[config.mk]
export PLATFORM = sky130hd
export DESIGN_NAME = wsr_watchdog_stop_recovery
export DESIGN_NICKNAME = d
export VERILOG_FILES = /design/src/logic/wsr_pkg.sv /design/src/logic/wsr_watchdog_stop_recovery.sv
export SDC_FILE = /design/constraint.sdc
export NUM_CORES = 1
export LEC_CHECK = 0
export ABC_CLOCK_PERIOD_IN_PS = 2960
export BUFFER_PORTS_ARGS = -buffer_cell sky130_fd_sc_hd__buf_2
export CORE_ASPECT_RATIO = 1.75
export CORE_MARGIN = 3
export CORE_UTILIZATION = 50
export DETAILED_ROUTE_END_ITERATION = 7
export GPL_ROUTABILITY_DRIVEN = 0
export PLACE_DENSITY_LB_ADDON = 0.1
export SLEW_MARGIN = 10
export SYNTH_ARGS = -nofsm -noshare
export SYNTH_HDL_FRONTEND = slang
export SYNTH_SLANG_ARGS = --single-unit
[constraint.sdc]
create_clock -name mclk -period 2.96 [get_ports mclk]
set_clock_uncertainty 0.2 [all_clocks]
set_input_delay 0.148 -clock mclk [delete_from_list [all_inputs] [get_ports mclk]]
set_output_delay 0.148 -clock mclk [all_outputs]
set_load 0.01 [all_outputs]
[src/logic/wsr_pkg.sv]
package wsr_pkg;

  // Register offsets on the core register bus
  localparam logic [7:0] OFS_COUNT_HIGH = 8'hC2;
  localparam logic [7:0] OFS_COUNT_LOW = 8'hC3;
  localparam logic [7:0] OFS_TIMER_CONTROL_HIGH = 8'hC1;
  localparam logic [7:0] OFS_FLAGS = 8'hFC;

  // Timer control high: timeout select field and write-once upper bits
  localparam int SEL_LSB = 4;
  localparam int SEL_MSB = 6;
  localparam int ONCE_LSB = 3;
  localparam logic [7:0] CTL_HIGH_RESET = 8'h70;
  localparam logic [2:0] SEL_DISABLED = 3'h0;

  // Flags register bit positions
  localparam int FLAG_DOG = 1;
  localparam int FLAG_RECOVERY = 0;
  localparam logic [7:0] FLAGS_RESET = 8'h00;

  // Core decode of the stop instruction
  localparam logic [7:0] STOP_OPCODE = 8'h6F;

  // Restart vector after any reset source
  localparam logic [15:0] RESTART_VECTOR = 16'h0020;

  // Watchdog timing, in crystal periods
  localparam int PRESCALE = 64;
  localparam logic [5:0] PRESCALE_LAST = 6'(PRESCALE - 1);
  localparam int TIMEOUT_MIN_PERIODS = 65536;
  localparam int TICKS_MIN = TIMEOUT_MIN_PERIODS / PRESCALE;
  localparam logic [15:0] COUNT_RESET = 16'hFFFF;

  // Synchronized reset pin release to first fetch, in crystal periods
  localparam logic [3:0] START_DELAY = 4'hA;

  // Recovery pulse: least width in ns, clock period in ns
  localparam int CLK_PERIOD_NS = 20;
  localparam int RECOVERY_PULSE_NS = 12;
  localparam int REC_CYC_RAW =
    (RECOVERY_PULSE_NS + CLK_PERIOD_NS - 1) / CLK_PERIOD_NS;
  localparam logic [1:0] RECOVERY_CYCLES =
    2'((REC_CYC_RAW < 1) ? 1 : REC_CYC_RAW);

  typedef enum logic [1:0] {
    MODE_RUN,
    MODE_STOP,
    MODE_WAKE
  } wsr_mode_e;

endpackage

[src/logic/wsr_watchdog_stop_recovery.sv]
// Overview of operation
// - Retriggerable 16-bit down counter resets at terminal
// - Counter steps once per 64 crystal cycles
// - Timeout restarts at 0020H, sets dog flag
// - Reset enables watchdog, select defaults all ones
// - Retrigger reloads both count bytes from select
// - No disable except first instruction; stop halts
// - Upper five control bits writable first instruction
// - Timeout beside retrigger still takes effect
// - Pin reset clears only dog, recovery flags
// - Timeout sets dog flag; stop sets recovery
// - Reading flags never clears; software clears
// - Select 000 off; others double from 65536
// - Stop opcode alone enters stop, oscillator off
// - Stop ends by pin or recovery; restart 0020H
// - Recovery pin low, configured input, wakes device
// - Resume only after recovery pin returns high
// - Recovery wake keeps control registers unchanged
// - Filtered clock feeds divide by two, four, eight
// - Execution starts twelve cycles after pin release
// - Only pin reset restores control defaults
module wsr_watchdog_stop_recovery (
  // Clock and reset
  input wire logic mclk,
  input wire logic rst_n,
  // Pins
  input wire logic resetPinN,
  input wire logic recoveryPin,
  // Port direction state of the recovery pin
  input wire logic recoveryPinIsInput,
  // Core instruction events
  input wire logic instrDone,
  input wire logic [7:0] instrOpcode,
  input wire logic dogRetrigger,
  // Register bus
  input wire logic [7:0] regAddr,
  input wire logic [7:0] regWrData,
  input wire logic regWr,
  input wire logic regRd,
  output logic [7:0] regRdData,
  // Core control
  output logic coreHold,
  output logic restartPulse,
  output logic [15:0] restartAddr,
  output logic oscEnable,
  output logic stopMode,
  // Derived clocks
  output logic clkDiv2,
  output logic clkDiv4,
  output logic clkDiv8,
  // Reset source flags
  output logic dogFlag,
  output logic recoveryFlag
);

  typedef struct packed {
    logic rstSync1;
    logic rstSync2;
    logic recSync1;
    logic recSync2;
    logic [3:0] startCnt;
    logic coreHold;
    logic restartPulse;
    logic [15:0] restartAddr;
    logic firstWin;
    logic [7:0] ctlHigh;
    logic [15:0] count;
    logic [5:0] prescale;
    logic [7:0] flags;
    wsr_pkg::wsr_mode_e mode;
    logic stopMode;
    logic [1:0] recLowCnt;
    logic oscEnable;
    logic [2:0] div;
    logic [7:0] rdData;
  } wsr_state_s;

  localparam wsr_state_s STATE_RESET = '{
    rstSync1: 1'b0,
    rstSync2: 1'b0,
    recSync1: 1'b1,
    recSync2: 1'b1,
    startCnt: wsr_pkg::START_DELAY,
    coreHold: 1'b1,
    restartPulse: 1'b0,
    restartAddr: wsr_pkg::RESTART_VECTOR,
    firstWin: 1'b1,
    ctlHigh: wsr_pkg::CTL_HIGH_RESET,
    count: wsr_pkg::COUNT_RESET,
    prescale: 6'h00,
    flags: wsr_pkg::FLAGS_RESET,
    mode: wsr_pkg::MODE_RUN,
    stopMode: 1'b0,
    recLowCnt: 2'h0,
    oscEnable: 1'b1,
    div: 3'h0,
    rdData: 8'h00
  };

  wsr_state_s s;
  wsr_state_s next_s;

  logic [2:0] sel;
  logic dogEnabled;
  logic dogRunning;
  logic tick;
  logic timeout;
  logic [16:0] span;
  logic [16:0] spanLess;
  logic [15:0] reloadValue;
  logic stopExec;

  // Timeout select decode: each nonzero code doubles the period
  always_comb begin
    sel = s.ctlHigh[wsr_pkg::SEL_MSB:wsr_pkg::SEL_LSB];
    dogEnabled = sel != wsr_pkg::SEL_DISABLED;
    span = 17'(wsr_pkg::TICKS_MIN) << (sel - 3'h1);
    spanLess = span - 17'h00001;
    reloadValue = spanLess[15:0];
    // Stop mode and the held core both freeze the watchdog
    dogRunning = dogEnabled && (s.mode == wsr_pkg::MODE_RUN)
      && !s.coreHold;
    tick = dogRunning && (s.prescale == wsr_pkg::PRESCALE_LAST);
    timeout = tick && (s.count == 16'h0000);
    stopExec = instrDone && (instrOpcode == wsr_pkg::STOP_OPCODE)
      && (s.mode == wsr_pkg::MODE_RUN) && !s.coreHold;
  end

  always_comb begin
    next_s = s;
    next_s.rstSync1 = resetPinN;
    next_s.rstSync2 = s.rstSync1;
    next_s.recSync1 = recoveryPin;
    next_s.recSync2 = s.recSync1;
    next_s.restartPulse = 1'b0;
    next_s.rdData = 8'h00;

    // Divider chain runs only while the oscillator is on
    if (s.oscEnable) begin
      next_s.div = s.div + 3'h1;
    end

    // Register reads have no side effect
    if (regRd) begin
      case (regAddr)
        wsr_pkg::OFS_COUNT_HIGH: next_s.rdData = s.count[15:8];
        wsr_pkg::OFS_COUNT_LOW: next_s.rdData = s.count[7:0];
        wsr_pkg::OFS_TIMER_CONTROL_HIGH: next_s.rdData = s.ctlHigh;
        wsr_pkg::OFS_FLAGS: next_s.rdData = s.flags;
        default: next_s.rdData = 8'h00;
      endcase
    end

    // Prescaler
    if (dogRunning) begin
      next_s.prescale = s.prescale + 6'h01;
    end else begin
      next_s.prescale = 6'h00;
    end

    // Counter decrement; software writes take priority
    if (tick && !timeout) begin
      next_s.count = s.count - 16'h0001;
    end
    if (regWr && (regAddr == wsr_pkg::OFS_COUNT_HIGH)) begin
      next_s.count[15:8] = regWrData;
    end
    if (regWr && (regAddr == wsr_pkg::OFS_COUNT_LOW)) begin
      next_s.count[7:0] = regWrData;
    end
    if (dogRetrigger && dogEnabled && !s.coreHold) begin
      next_s.count = reloadValue;
      next_s.prescale = 6'h00;
    end

    // Control: low bits always, upper bits only in first instruction
    if (regWr && (regAddr == wsr_pkg::OFS_TIMER_CONTROL_HIGH)) begin
      next_s.ctlHigh[wsr_pkg::ONCE_LSB-1:0] =
        regWrData[wsr_pkg::ONCE_LSB-1:0];
      if (s.firstWin) begin
        next_s.ctlHigh[7:wsr_pkg::ONCE_LSB] =
          regWrData[7:wsr_pkg::ONCE_LSB];
      end
    end
    if (instrDone && !s.coreHold) begin
      next_s.firstWin = 1'b0;
    end

    // Flags: plain bits store, source flags clear on written zero
    if (regWr && (regAddr == wsr_pkg::OFS_FLAGS)) begin
      next_s.flags = regWrData;
      next_s.flags[wsr_pkg::FLAG_DOG] =
        s.flags[wsr_pkg::FLAG_DOG] & regWrData[wsr_pkg::FLAG_DOG];
      next_s.flags[wsr_pkg::FLAG_RECOVERY] = s.flags[wsr_pkg::FLAG_RECOVERY]
        & regWrData[wsr_pkg::FLAG_RECOVERY];
    end

    // Timeout wins over a retrigger in the same cycle
    if (timeout) begin
      next_s.count = reloadValue;
      next_s.prescale = 6'h00;
      next_s.flags[wsr_pkg::FLAG_DOG] = 1'b1;
      next_s.restartPulse = 1'b1;
      next_s.restartAddr = wsr_pkg::RESTART_VECTOR;
    end

    // Stop mode sequencing
    unique case (s.mode)
      wsr_pkg::MODE_RUN: begin
        next_s.recLowCnt = 2'h0;
        if (stopExec) begin
          next_s.mode = wsr_pkg::MODE_STOP;
          next_s.oscEnable = 1'b0;
          next_s.flags[wsr_pkg::FLAG_RECOVERY] = 1'b1;
        end
      end
      wsr_pkg::MODE_STOP: begin
        if (!s.recSync2 && recoveryPinIsInput) begin
          if (s.recLowCnt == wsr_pkg::RECOVERY_CYCLES - 2'h1) begin
            next_s.mode = wsr_pkg::MODE_WAKE;
            next_s.oscEnable = 1'b1;
          end else begin
            next_s.recLowCnt = s.recLowCnt + 2'h1;
          end
        end else begin
          next_s.recLowCnt = 2'h0;
        end
      end
      wsr_pkg::MODE_WAKE: begin
        if (s.recSync2) begin
          // Control registers are left as they were
          next_s.mode = wsr_pkg::MODE_RUN;
          next_s.restartPulse = 1'b1;
          next_s.restartAddr = wsr_pkg::RESTART_VECTOR;
        end
      end
    endcase

    // Reset pin: hold the core, restore defaults, then count out
    if (!s.rstSync2) begin
      next_s.coreHold = 1'b1;
      next_s.startCnt = wsr_pkg::START_DELAY;
      next_s.flags[wsr_pkg::FLAG_DOG] = 1'b0;
      next_s.flags[wsr_pkg::FLAG_RECOVERY] = 1'b0;
      next_s.ctlHigh = wsr_pkg::CTL_HIGH_RESET;
      next_s.count = wsr_pkg::COUNT_RESET;
      next_s.prescale = 6'h00;
      next_s.firstWin = 1'b1;
      next_s.mode = wsr_pkg::MODE_RUN;
      next_s.recLowCnt = 2'h0;
      next_s.oscEnable = 1'b1;
      next_s.restartPulse = 1'b0;
    end else if (s.coreHold) begin
      if (s.startCnt == 4'h1) begin
        next_s.coreHold = 1'b0;
        next_s.restartPulse = 1'b1;
        next_s.restartAddr = wsr_pkg::RESTART_VECTOR;
      end else begin
        next_s.startCnt = s.startCnt - 4'h1;
      end
    end
    next_s.stopMode = (next_s.mode != wsr_pkg::MODE_RUN);
  end

  always_ff @(posedge mclk) begin
    if (!rst_n) begin
      s <= STATE_RESET;
    end else begin
      s <= next_s;
    end
  end

  assign regRdData = s.rdData;
  assign coreHold = s.coreHold;
  assign restartPulse = s.restartPulse;
  assign restartAddr = s.restartAddr;
  assign oscEnable = s.oscEnable;
  assign stopMode = s.stopMode;
  assign clkDiv2 = s.div[0];
  assign clkDiv4 = s.div[1];
  assign clkDiv8 = s.div[2];
  assign dogFlag = s.flags[wsr_pkg::FLAG_DOG];
  assign recoveryFlag = s.flags[wsr_pkg::FLAG_RECOVERY];

endmodule // wsr_watchdog_stop_recovery

== Word level (Yosys, flattened, before mapping) ==
Cells that the tools add are included.

* Multiplexer cells: 28
* Equal/unequal tests: 13
* Shift-type cells: 1
* Bitwise logic cells: 6
* $add $sub $neg: 7
* Reductions and logical operators: 35

{| class="wikitable"
|+ Operator list
! kind !! number
|-
| 17-bit 2-to-1 mux || 3
|-
| 22-bit 2-to-1 mux || 2
|-
| 18-bit 2-to-1 mux || 2
|-
| 8-bit equality test (second input constant) || 4
|-
| 16-bit 2-to-1 mux || 2
|-
| 8-bit one-hot mux with 4 select lines || 1
|-
| 16-bit by 1-bit subtractor with 16-bit output (second input constant) || 2
|-
| 1-bit logical AND || 16
|-
| 16-bit zero test || 1
|-
| 8-bit 2-to-1 mux || 2
|-
| 11-bit by 3-bit left shift with 16-bit output (first input constant) || 1
|-
| 2-bit 2-to-1 mux || 7
|-
| 2-bit AND reduction || 5
|-
| 8-bit by 7-bit equality test with 1-bit output (second input constant) || 1
|-
| 4-bit nonzero test || 2
|-
| 6-bit by 1-bit adder with 6-bit output (second input constant) || 1
|-
| 6-bit equality test (second input constant) || 1
|-
| 6-bit 2-to-1 mux || 1
|-
| 2-bit inequality test (second input constant) || 3
|-
| 2-bit one-hot mux with 3 select lines || 1
|-
| 3-bit one-hot mux with 2 select lines || 1
|-
| 2-bit nonzero test || 3
|-
| 1-bit 2-to-1 mux || 5
|-
| 5-bit OR reduction || 1
|-
| 15 further kinds || 22
|}

* Word-level logic and storage cells: 113
* Flip-flop bits (word level): 82
* Output and inout port bits: 33
* Bits of input ports: 33

== Longest topological paths before layout ==
Gate-level depths: netlist (run 1).

* Depth in word-level cells: 11
* Mapped depth: 9
* Depth with buffers taken out: 8

== Least setup slack after synthesis (run 1) ==
No wires, ideal clock.

* Kind: flip-flop to flip-flop
* From: register s[52] (netlist bit)
* To: register s[37] (netlist bit)
* Cell stages (with the launch flop): 8
* Clock period less this slack: 2.640 ns
* Data required time: 2.638 ns
* Path buffers: 1
* Arrival: 2.317 ns
* Setup slack: 0.320 ns
* Library setup time: 0.122 ns
* Path through: dfxtp_1 clkbuf_1 nor2_1 ha_1 or3b_4 o31ai_1 nand3_1 a311o_1

* Word-level cells in the longest chain between the ends: 8
* Elaborated cells on any way between the ends: 15
* Those cells by class: add/sub (2); shift (1); mux (2); reduce/logical (10)

{| class="wikitable"
|+ Ends and longest elaborated chain
! element !! RTL line !! RTL
|-
| from (decl) || wsr_watchdog_stop_recovery.sv:100 || <nowiki>wsr_state_s s;</nowiki>
|-
| from (signal assigned) || wsr_watchdog_stop_recovery.sv:269 || <nowiki>s <= next_s;</nowiki>
|-
| branches (longest 8 deep; another with 16-bit by 1-bit subtractor with 16-bit output) || -- ||
|}

Several ways; the timed one is not identified.
A chain may end at the register's enable or synchronous reset.

== Final worst setup path (run 1) ==
* From: register s[51] (netlist bit)
* To: register s[36] (netlist bit)

The elaborated chain is that of the path after synthesis.

==> results of run 1 <==
## power breakdown
group	switching [mW]	leakage, nW	internal (mW)
registers	0.00461	0.663	1.11
clock network	0.427	0.172	0.866
logic	0.0517	1.14	0.0444
total	0.484	1.97	2.02
## layer usage
layer,routed length [um],GRT usage [%]
met4,820,16.97
met1,4109,25.93
met3,582,5.060
met2,5569,42.47
met5,0,0
## tightest hold or removal path: cells and delay by family
family                 cells  cell delay, ns
AOI/OAI and AO/OA          1            0.09
buffers and inverters      1            0.07
and+or+nand+nor            2            0.20
## cells by family (layout without fill, tap and decap cells)
kind of cell | after synthesis | in the layout | share of synthesized area (%)
flops | 82 | 82 | 40.58
compound gates | 91 | 91 | 15.74
simple gates | 187 | 187 | 24.75
buf+inv | 61 | 138 | 8.382
mux | 10 | 10 | 2.475
fa+ha+maj | 13 | 13 | 3.959
xor+xnor | 19 | 19 | 4.114
## sequential cells by signal (all words and copies together), names as in the netlist
register	cells
clkDiv8	1
regRdData	8
dogFlag	1
restartPulse	1
clkDiv4	1
recoveryFlag	1
restartAddr	16
oscEnable	1
coreHold	1
stopMode	1
clkDiv2	1
s	47
next_s	2
## Yosys cell counts, types with 2 or more instances
| cell type | instances | area (um^2) |
|---|---|---|
| dfxtp_1 | 82 | 1642 |
| nand2_1 | 40 | 150.1 |
| nor2_1 | 37 | 138.9 |
| a21oi_1 | 28 | 140.1 |
| nand3_1 | 25 | 125.1 |
| buf_4 | 24 | 180.2 |
| and2_1 | 18 | 112.6 |
| inv_1 | 18 | 67.56 |
| nor3_1 | 15 | 75.07 |
| o21ai_0 | 15 | 75.07 |
| clkbuf_1 | 12 | 45.04 |
| ha_1 | 12 | 150.1 |
| xnor2_1 | 12 | 105.1 |
| mux2i_1 | 10 | 100.1 |
| a222oi_1 | 8 | 80.08 |
| nand4_1 | 8 | 50.05 |
| nor4_1 | 8 | 50.05 |
| xor2_1 | 7 | 61.31 |
| o21ai_1 | 5 | 25.02 |
| a22oi_1 | 4 | 30.03 |
| a31oi_1 | 4 | 25.02 |
| buf_2 | 4 | 20.02 |
| o211ai_1 | 4 | 30.03 |
| a221oi_2 | 3 | 45.04 |
| nand2b_1 | 3 | 18.77 |
| nand3b_1 | 3 | 22.52 |
| or2_2 | 3 | 18.77 |
| or3_1 | 3 | 18.77 |
| or4_1 | 3 | 22.52 |
| a211oi_1 | 2 | 15.01 |
| buf_6 | 2 | 22.52 |
| nand4b_1 | 2 | 17.52 |
| nor4_2 | 2 | 25.02 |
| o221ai_1 | 2 | 17.52 |
| o31ai_1 | 2 | 15.01 |
| or3b_2 | 2 | 17.52 |
## cell type report
class | count | area share [%]
inverters | 19 | 1.451
repair buffers | 104 | 13.54
flip-flops and latches | 82 | 33.39
multi-input cells | 320 | 42.22
clock inverters | 4 | 2.011
well taps | 88 | 2.240
clock buffers | 11 | 5.141
## through the flow
stage | setup slack, ns | area, um^2 | cells | total power [mW] | utilization, %
2_1_floorplan | 0.3204 | 4045 | 463 | 1.172 | -
5_1_grt | 0.1680 | 4916 | 628 | 2.587 | 63.64
4_1_cts | 0.3482 | 4916 | 628 | 2.532 | 63.64
3_3_place_gp | 0.08240 | 4369 | 594 | 1.218 | 56.56
3_5_place_dp | -0.002719 | 4369 | 594 | 1.220 | 56.56
6_report | 0.3370 | 4916 | 628 | 2.505 | 63.64
## repair_timing
action	CTS	global route
endpoints found under the setup margin	3	0
hold endpoints to repair	21	0
hold buffers	19	0
gates resized for setup	1	0
setup buffers	0	0
## worst min-delay path by stage
stage	start	to	slack (ns)	cells past startpoint
2_1_floorplan	rst_n	s[78]	0.02	1
3_3_place_gp	recoveryPin	next_s[78]	0.13	2
3_5_place_dp	recoveryPin	next_s[78]	0.13	2
4_1_cts	instrOpcode[4]	recoveryFlag	0.01	4
5_1_grt	dogRetrigger	s[25]	0.05	4
6_report	instrOpcode[4]	recoveryFlag	0.02	4
==> metrics.cfg, run 1 <==
[route]
drt_pass1_iterations=5
drtAntennaViolNets=0
first_iter_violations=342
wirelength_um=11080
drc=0
vias=3699
vias_per_cell=5.890
route.detailed.wl_per_inst_um=17.64

[synth]
synth_area_um2=4045
syn_avg_cell_area_um2=8.737
synth_cell_type_count=67
synth_edf_count=0
ys_ff_latch=82
yosys_warnings=0
ys_async_sr_fraction_pct=0
synthFlopType=dfxtp_1
syn_nets=508
synth-seq-area-share_pct=40.58
synthCells=463

[cells_and_area]
diodes=0
mostFrequentLayoutCell=dfxtp_1
drive_above_1_share_pct=22.59
mostFrequentLayoutCells=dfxtp_1 (82), buf_2 (65), nand2_1 (40)
fillerInstances=655
seq_area_um2=1642
area_growth_pct=21.53
multiInputGateArea_um2=2076
fin_nets=581

[setup_path]
cp_max_fo=10
worstSetupPathType=flop to flop
cp-start-kind=flop
ff2ff_setup_slack_ns=0.34
r2r_end=s[36]
critPathRequiredTime_ns=3.01
cp_slowest_stage_delay_ns=0.58
slowest_stage=or4_4
crit_path_start=s[51]
cp-end-kind=flop
crit_chain=nor2_1 -> ha_1 -> or3b_4 -> or4_4 -> o21ai_4 -> nor3_4 -> a221oi_2
crit_cells=7
cp_top_family=simple AND/OR/NAND/NOR gates
arrival_ns=2.68
endpoint=s[36]
r2r_cells=7
crit_buf_inv=0
worstReg2RegStart=s[51]

[floorplan]
io_pins=66
fp.dieW_um=73.99
die_area_um2=9248
core_um2=7725
fp-row-count=42
start_util_pct=52.36
dieHeight_um=125.0

[global_route]
grt-ovfl-total=0
grt_first_pass_wirelength_um=17540
grt_pass1_vias=3588
grt_max_degree=24
grt_util_all_layers_pct=24.78
grt_antenna_before_repair=0

[outcome]
status=completed

[worst_hold_path]
hold_class=input port to flop

[timing]
min_period_ns=2.623
finalHoldViolCount=0
timing.fmax_mhz=381.2
maxSlewViolCount=0
tightestPinTransition_ns=0.7773
grt_setup_unrepaired=false
setup_viol=0
relSlewSlack_pct=47.87
tns_ns=0
hold_ws_ns=0.02340
final.period_utilization_pct=88.61

[clock_tree]
cts_sinks=82
numCtsBuffers=9
cts-root-buf=clkbuf_16
clkTransAtPathRegs_ns=0.06
clock_path_buffers=2
cts_tree=done
ctsHtreeMaxLevel=3
clk_latency_ns=0.34

[placement]
dp_hpwl_um=8331
io_buffers=65

[pwr]
leakage_nw=1.971
powerDensity_nw_per_um2=509.6
max-vdd-ir-drop_mv=0.3486

[run]
max-cap-violations=0

(Power assumes the default switching activity.)
==> run 2, diff against run 1 <==
--- a/config.mk
+++ b/config.mk
@@ -8,8 +8,8 @@
 export ABC_CLOCK_PERIOD_IN_PS = 2960
 export BUFFER_PORTS_ARGS = -buffer_cell sky130_fd_sc_hd__buf_2
 export CORE_ASPECT_RATIO = 1.75
-export CORE_MARGIN = 3
-export CORE_UTILIZATION = 50
+export CORE_MARGIN = 2
+export CORE_UTILIZATION = 55
 export DETAILED_ROUTE_END_ITERATION = 7
 export GPL_ROUTABILITY_DRIVEN = 0
 export PLACE_DENSITY_LB_ADDON = 0.1
==> run 2 against run 1 <==
Effect of this change: critical path depth is the same; sequential share of layout area grew 0.44 points; largest power group unchanged; non-clock buffer count shrank 5; die area shrank 13%; flip-flop and latch count is the same; register-to-register slack lost 0.05 ns; highest routed layer unchanged; via count grew 1.1%; power shrank 1.5%; core utilization grew 3.9 points; sequential power is essentially flat.
==> metrics.cfg, run 2 (synthesis gave the netlist of run 1 again) <==
[clock_tree]
cts_sinks=82  ; unchanged
numCtsBuffers=9  ; unchanged
clock_path_buffers=2  ; unchanged
clkTransAtPathRegs_ns=0.07  ; about the same
clk_latency_ns=0.35  ; about the same
ctsHtreeMaxLevel=3  ; unchanged
cts-root-buf=clkbuf_16
cts_tree=done

[timing]
setup_viol=0  ; unchanged
final.period_utilization_pct=90.15  ; +1.5 points
maxSlewViolCount=0  ; unchanged
tns_ns=0  ; unchanged
grt_setup_unrepaired=false
min_period_ns=2.668  ; +0.04535 ns
setup_ws_ns=0.2917  ; -0.04534 ns
finalHoldViolCount=0  ; unchanged
tightestPinTransition_ns=0.7931  ; +0.01580 ns
relSlewSlack_pct=46.89  ; -0.97 points
hold_ws_ns=0.03137  ; +0.007966 ns
timing.fmax_mhz=374.8  ; -1.7%

[cells_and_area]
fin_nets=576  ; -0.86%
fin_cells=621  ; -1.1%
final_area_um2=4852  ; -1.3%
top_register=s
area_growth_pct=19.95
mostFrequentLayoutCells=dfxtp_1 (82), buf_2 (65), nand2_1 (40)
largest_register_ffs=47  ; unchanged
mostFrequentLayoutCell=dfxtp_1
fillerInstances=592  ; -9.6%
drive_above_1_share_pct=22.06  ; -0.54 points
fin_util_pct=67.56  ; +3.9 points
diodes=0  ; unchanged

[setup_path]
crit_chain=nor2_1 -> ha_1 -> or3b_4 -> or4_4 -> o21ai_4 -> nor3_4 -> a221oi_2
cp-end-kind=flop
crit_buf_inv=0  ; unchanged
cp_top_family=simple AND/OR/NAND/NOR gates
arrival_ns=2.73  ; +0.05 ns
cp-start-kind=flop
slowest_stage=or4_4
cp_slowest_stage_delay_ns=0.58  ; about the same
cp_max_fo=10  ; unchanged
worstSetupPathType=flop to flop
critPathRequiredTime_ns=3.03  ; +0.02 ns

[route]
drt_pass1_iterations=6  ; +1
vias=3738  ; +1.1%
first_iter_violations=335  ; -2.0%
route.detailed.wl_per_inst_um=18.02  ; +2.1%
wirelength_um=11190  ; +1.0%
drtAntennaViolNets=0  ; unchanged
drc=0  ; unchanged
vias_per_cell=6.019  ; +2.2%

[floorplan]
dieHeight_um=117.5  ; -6.0%
die_area_um2=8084  ; -13%
io_pins=66  ; unchanged
start_util_pct=56.32  ; +4.0 points
fp.dieW_um=68.83  ; -7.0%
core_um2=7182  ; -7.0%
fp-row-count=41  ; -2.4%

[global_route]
grt_pass1_vias=3706  ; +3.3%
grt_util_all_layers_pct=29.75  ; +5.0 points
grt_antenna_before_repair=0  ; unchanged
grt-ovfl-total=0  ; unchanged
grt_max_degree=21  ; -13%
grt_first_pass_wirelength_um=17790  ; +1.4%

[worst_hold_path]
hold_class=input port to flop

[run]
max-cap-violations=0  ; unchanged

[pwr]
leakage_nw=1.944  ; -1.4%
max-vdd-ir-drop_mv=0.3069  ; -12%
total_power_mw=2.468  ; -1.5%
powerDensity_nw_per_um2=508.7  ; -0.17%

[placement]
place_ws_ns=0.07005  ; +0.07277 ns
io_buffers=65  ; unchanged
dp.cells=589  ; -0.84%
dp_hpwl_um=8163  ; -2.0%
dpl_cell_area_um2=4344  ; -0.57%

[outcome]
status=completed

==> run 2: final timing paths <==
path	start	to	slack, ns	cells past startpoint
worst max-delay path	s[51]	s[34]	0.29	7
worst min-delay path	dogRetrigger	s[26]	0.03	4
worst max register to register	s[51]	s[34]	0.29	7
worst min register to register	next_s[78]	s[78]	0.21	1
==> run 2: tightest hold or removal path, stage by stage <==
cell and delay, ns:
buf_2 0.10, nor3_1 0.05, nand2_1 0.18, nor2_1 0.06
==> run 2: final cells by class <==
cell class	count	area (um^2)	area share, %
inverter	19	71.32	1.470
sequential	82	1642	33.83
tap	86	107.6	2.218
clock inverter	5	103.9	2.140
clock buffer	10	229.0	4.719
multi-input combinational	320	2076	42.78
timing repair buffer	99	623.1	12.84
==> run 2: power breakdown <==
group | total, mW | switching [mW] | internal (mW) | leakage [nW]
clock | 1.26 | 0.437 | 0.819 | 0.163
combinational | 0.0966 | 0.0516 | 0.0450 | 1.12
sequential | 1.12 | 0.00494 | 1.11 | 0.663
==> run 2: what timing repair did <==
item                                   4_1_cts  5_1_grt
endpoints found under the hold margin       23        0
hold buffers                                17        0
gates resized for setup                      0        1
buffers inserted                             0        0
setup endpoints to repair                    0       13
==> run 2: layer usage <==
| metal | share of wire [%] | global-route usage [%] |
|---|---|---|
| met3 | 7.3 | 6.023 |
| met5 | 0 | 0 |
| met2 | 49 | 47.48 |
| met1 | 37 | 32.40 |
| met4 | 7.3 | 23.65 |
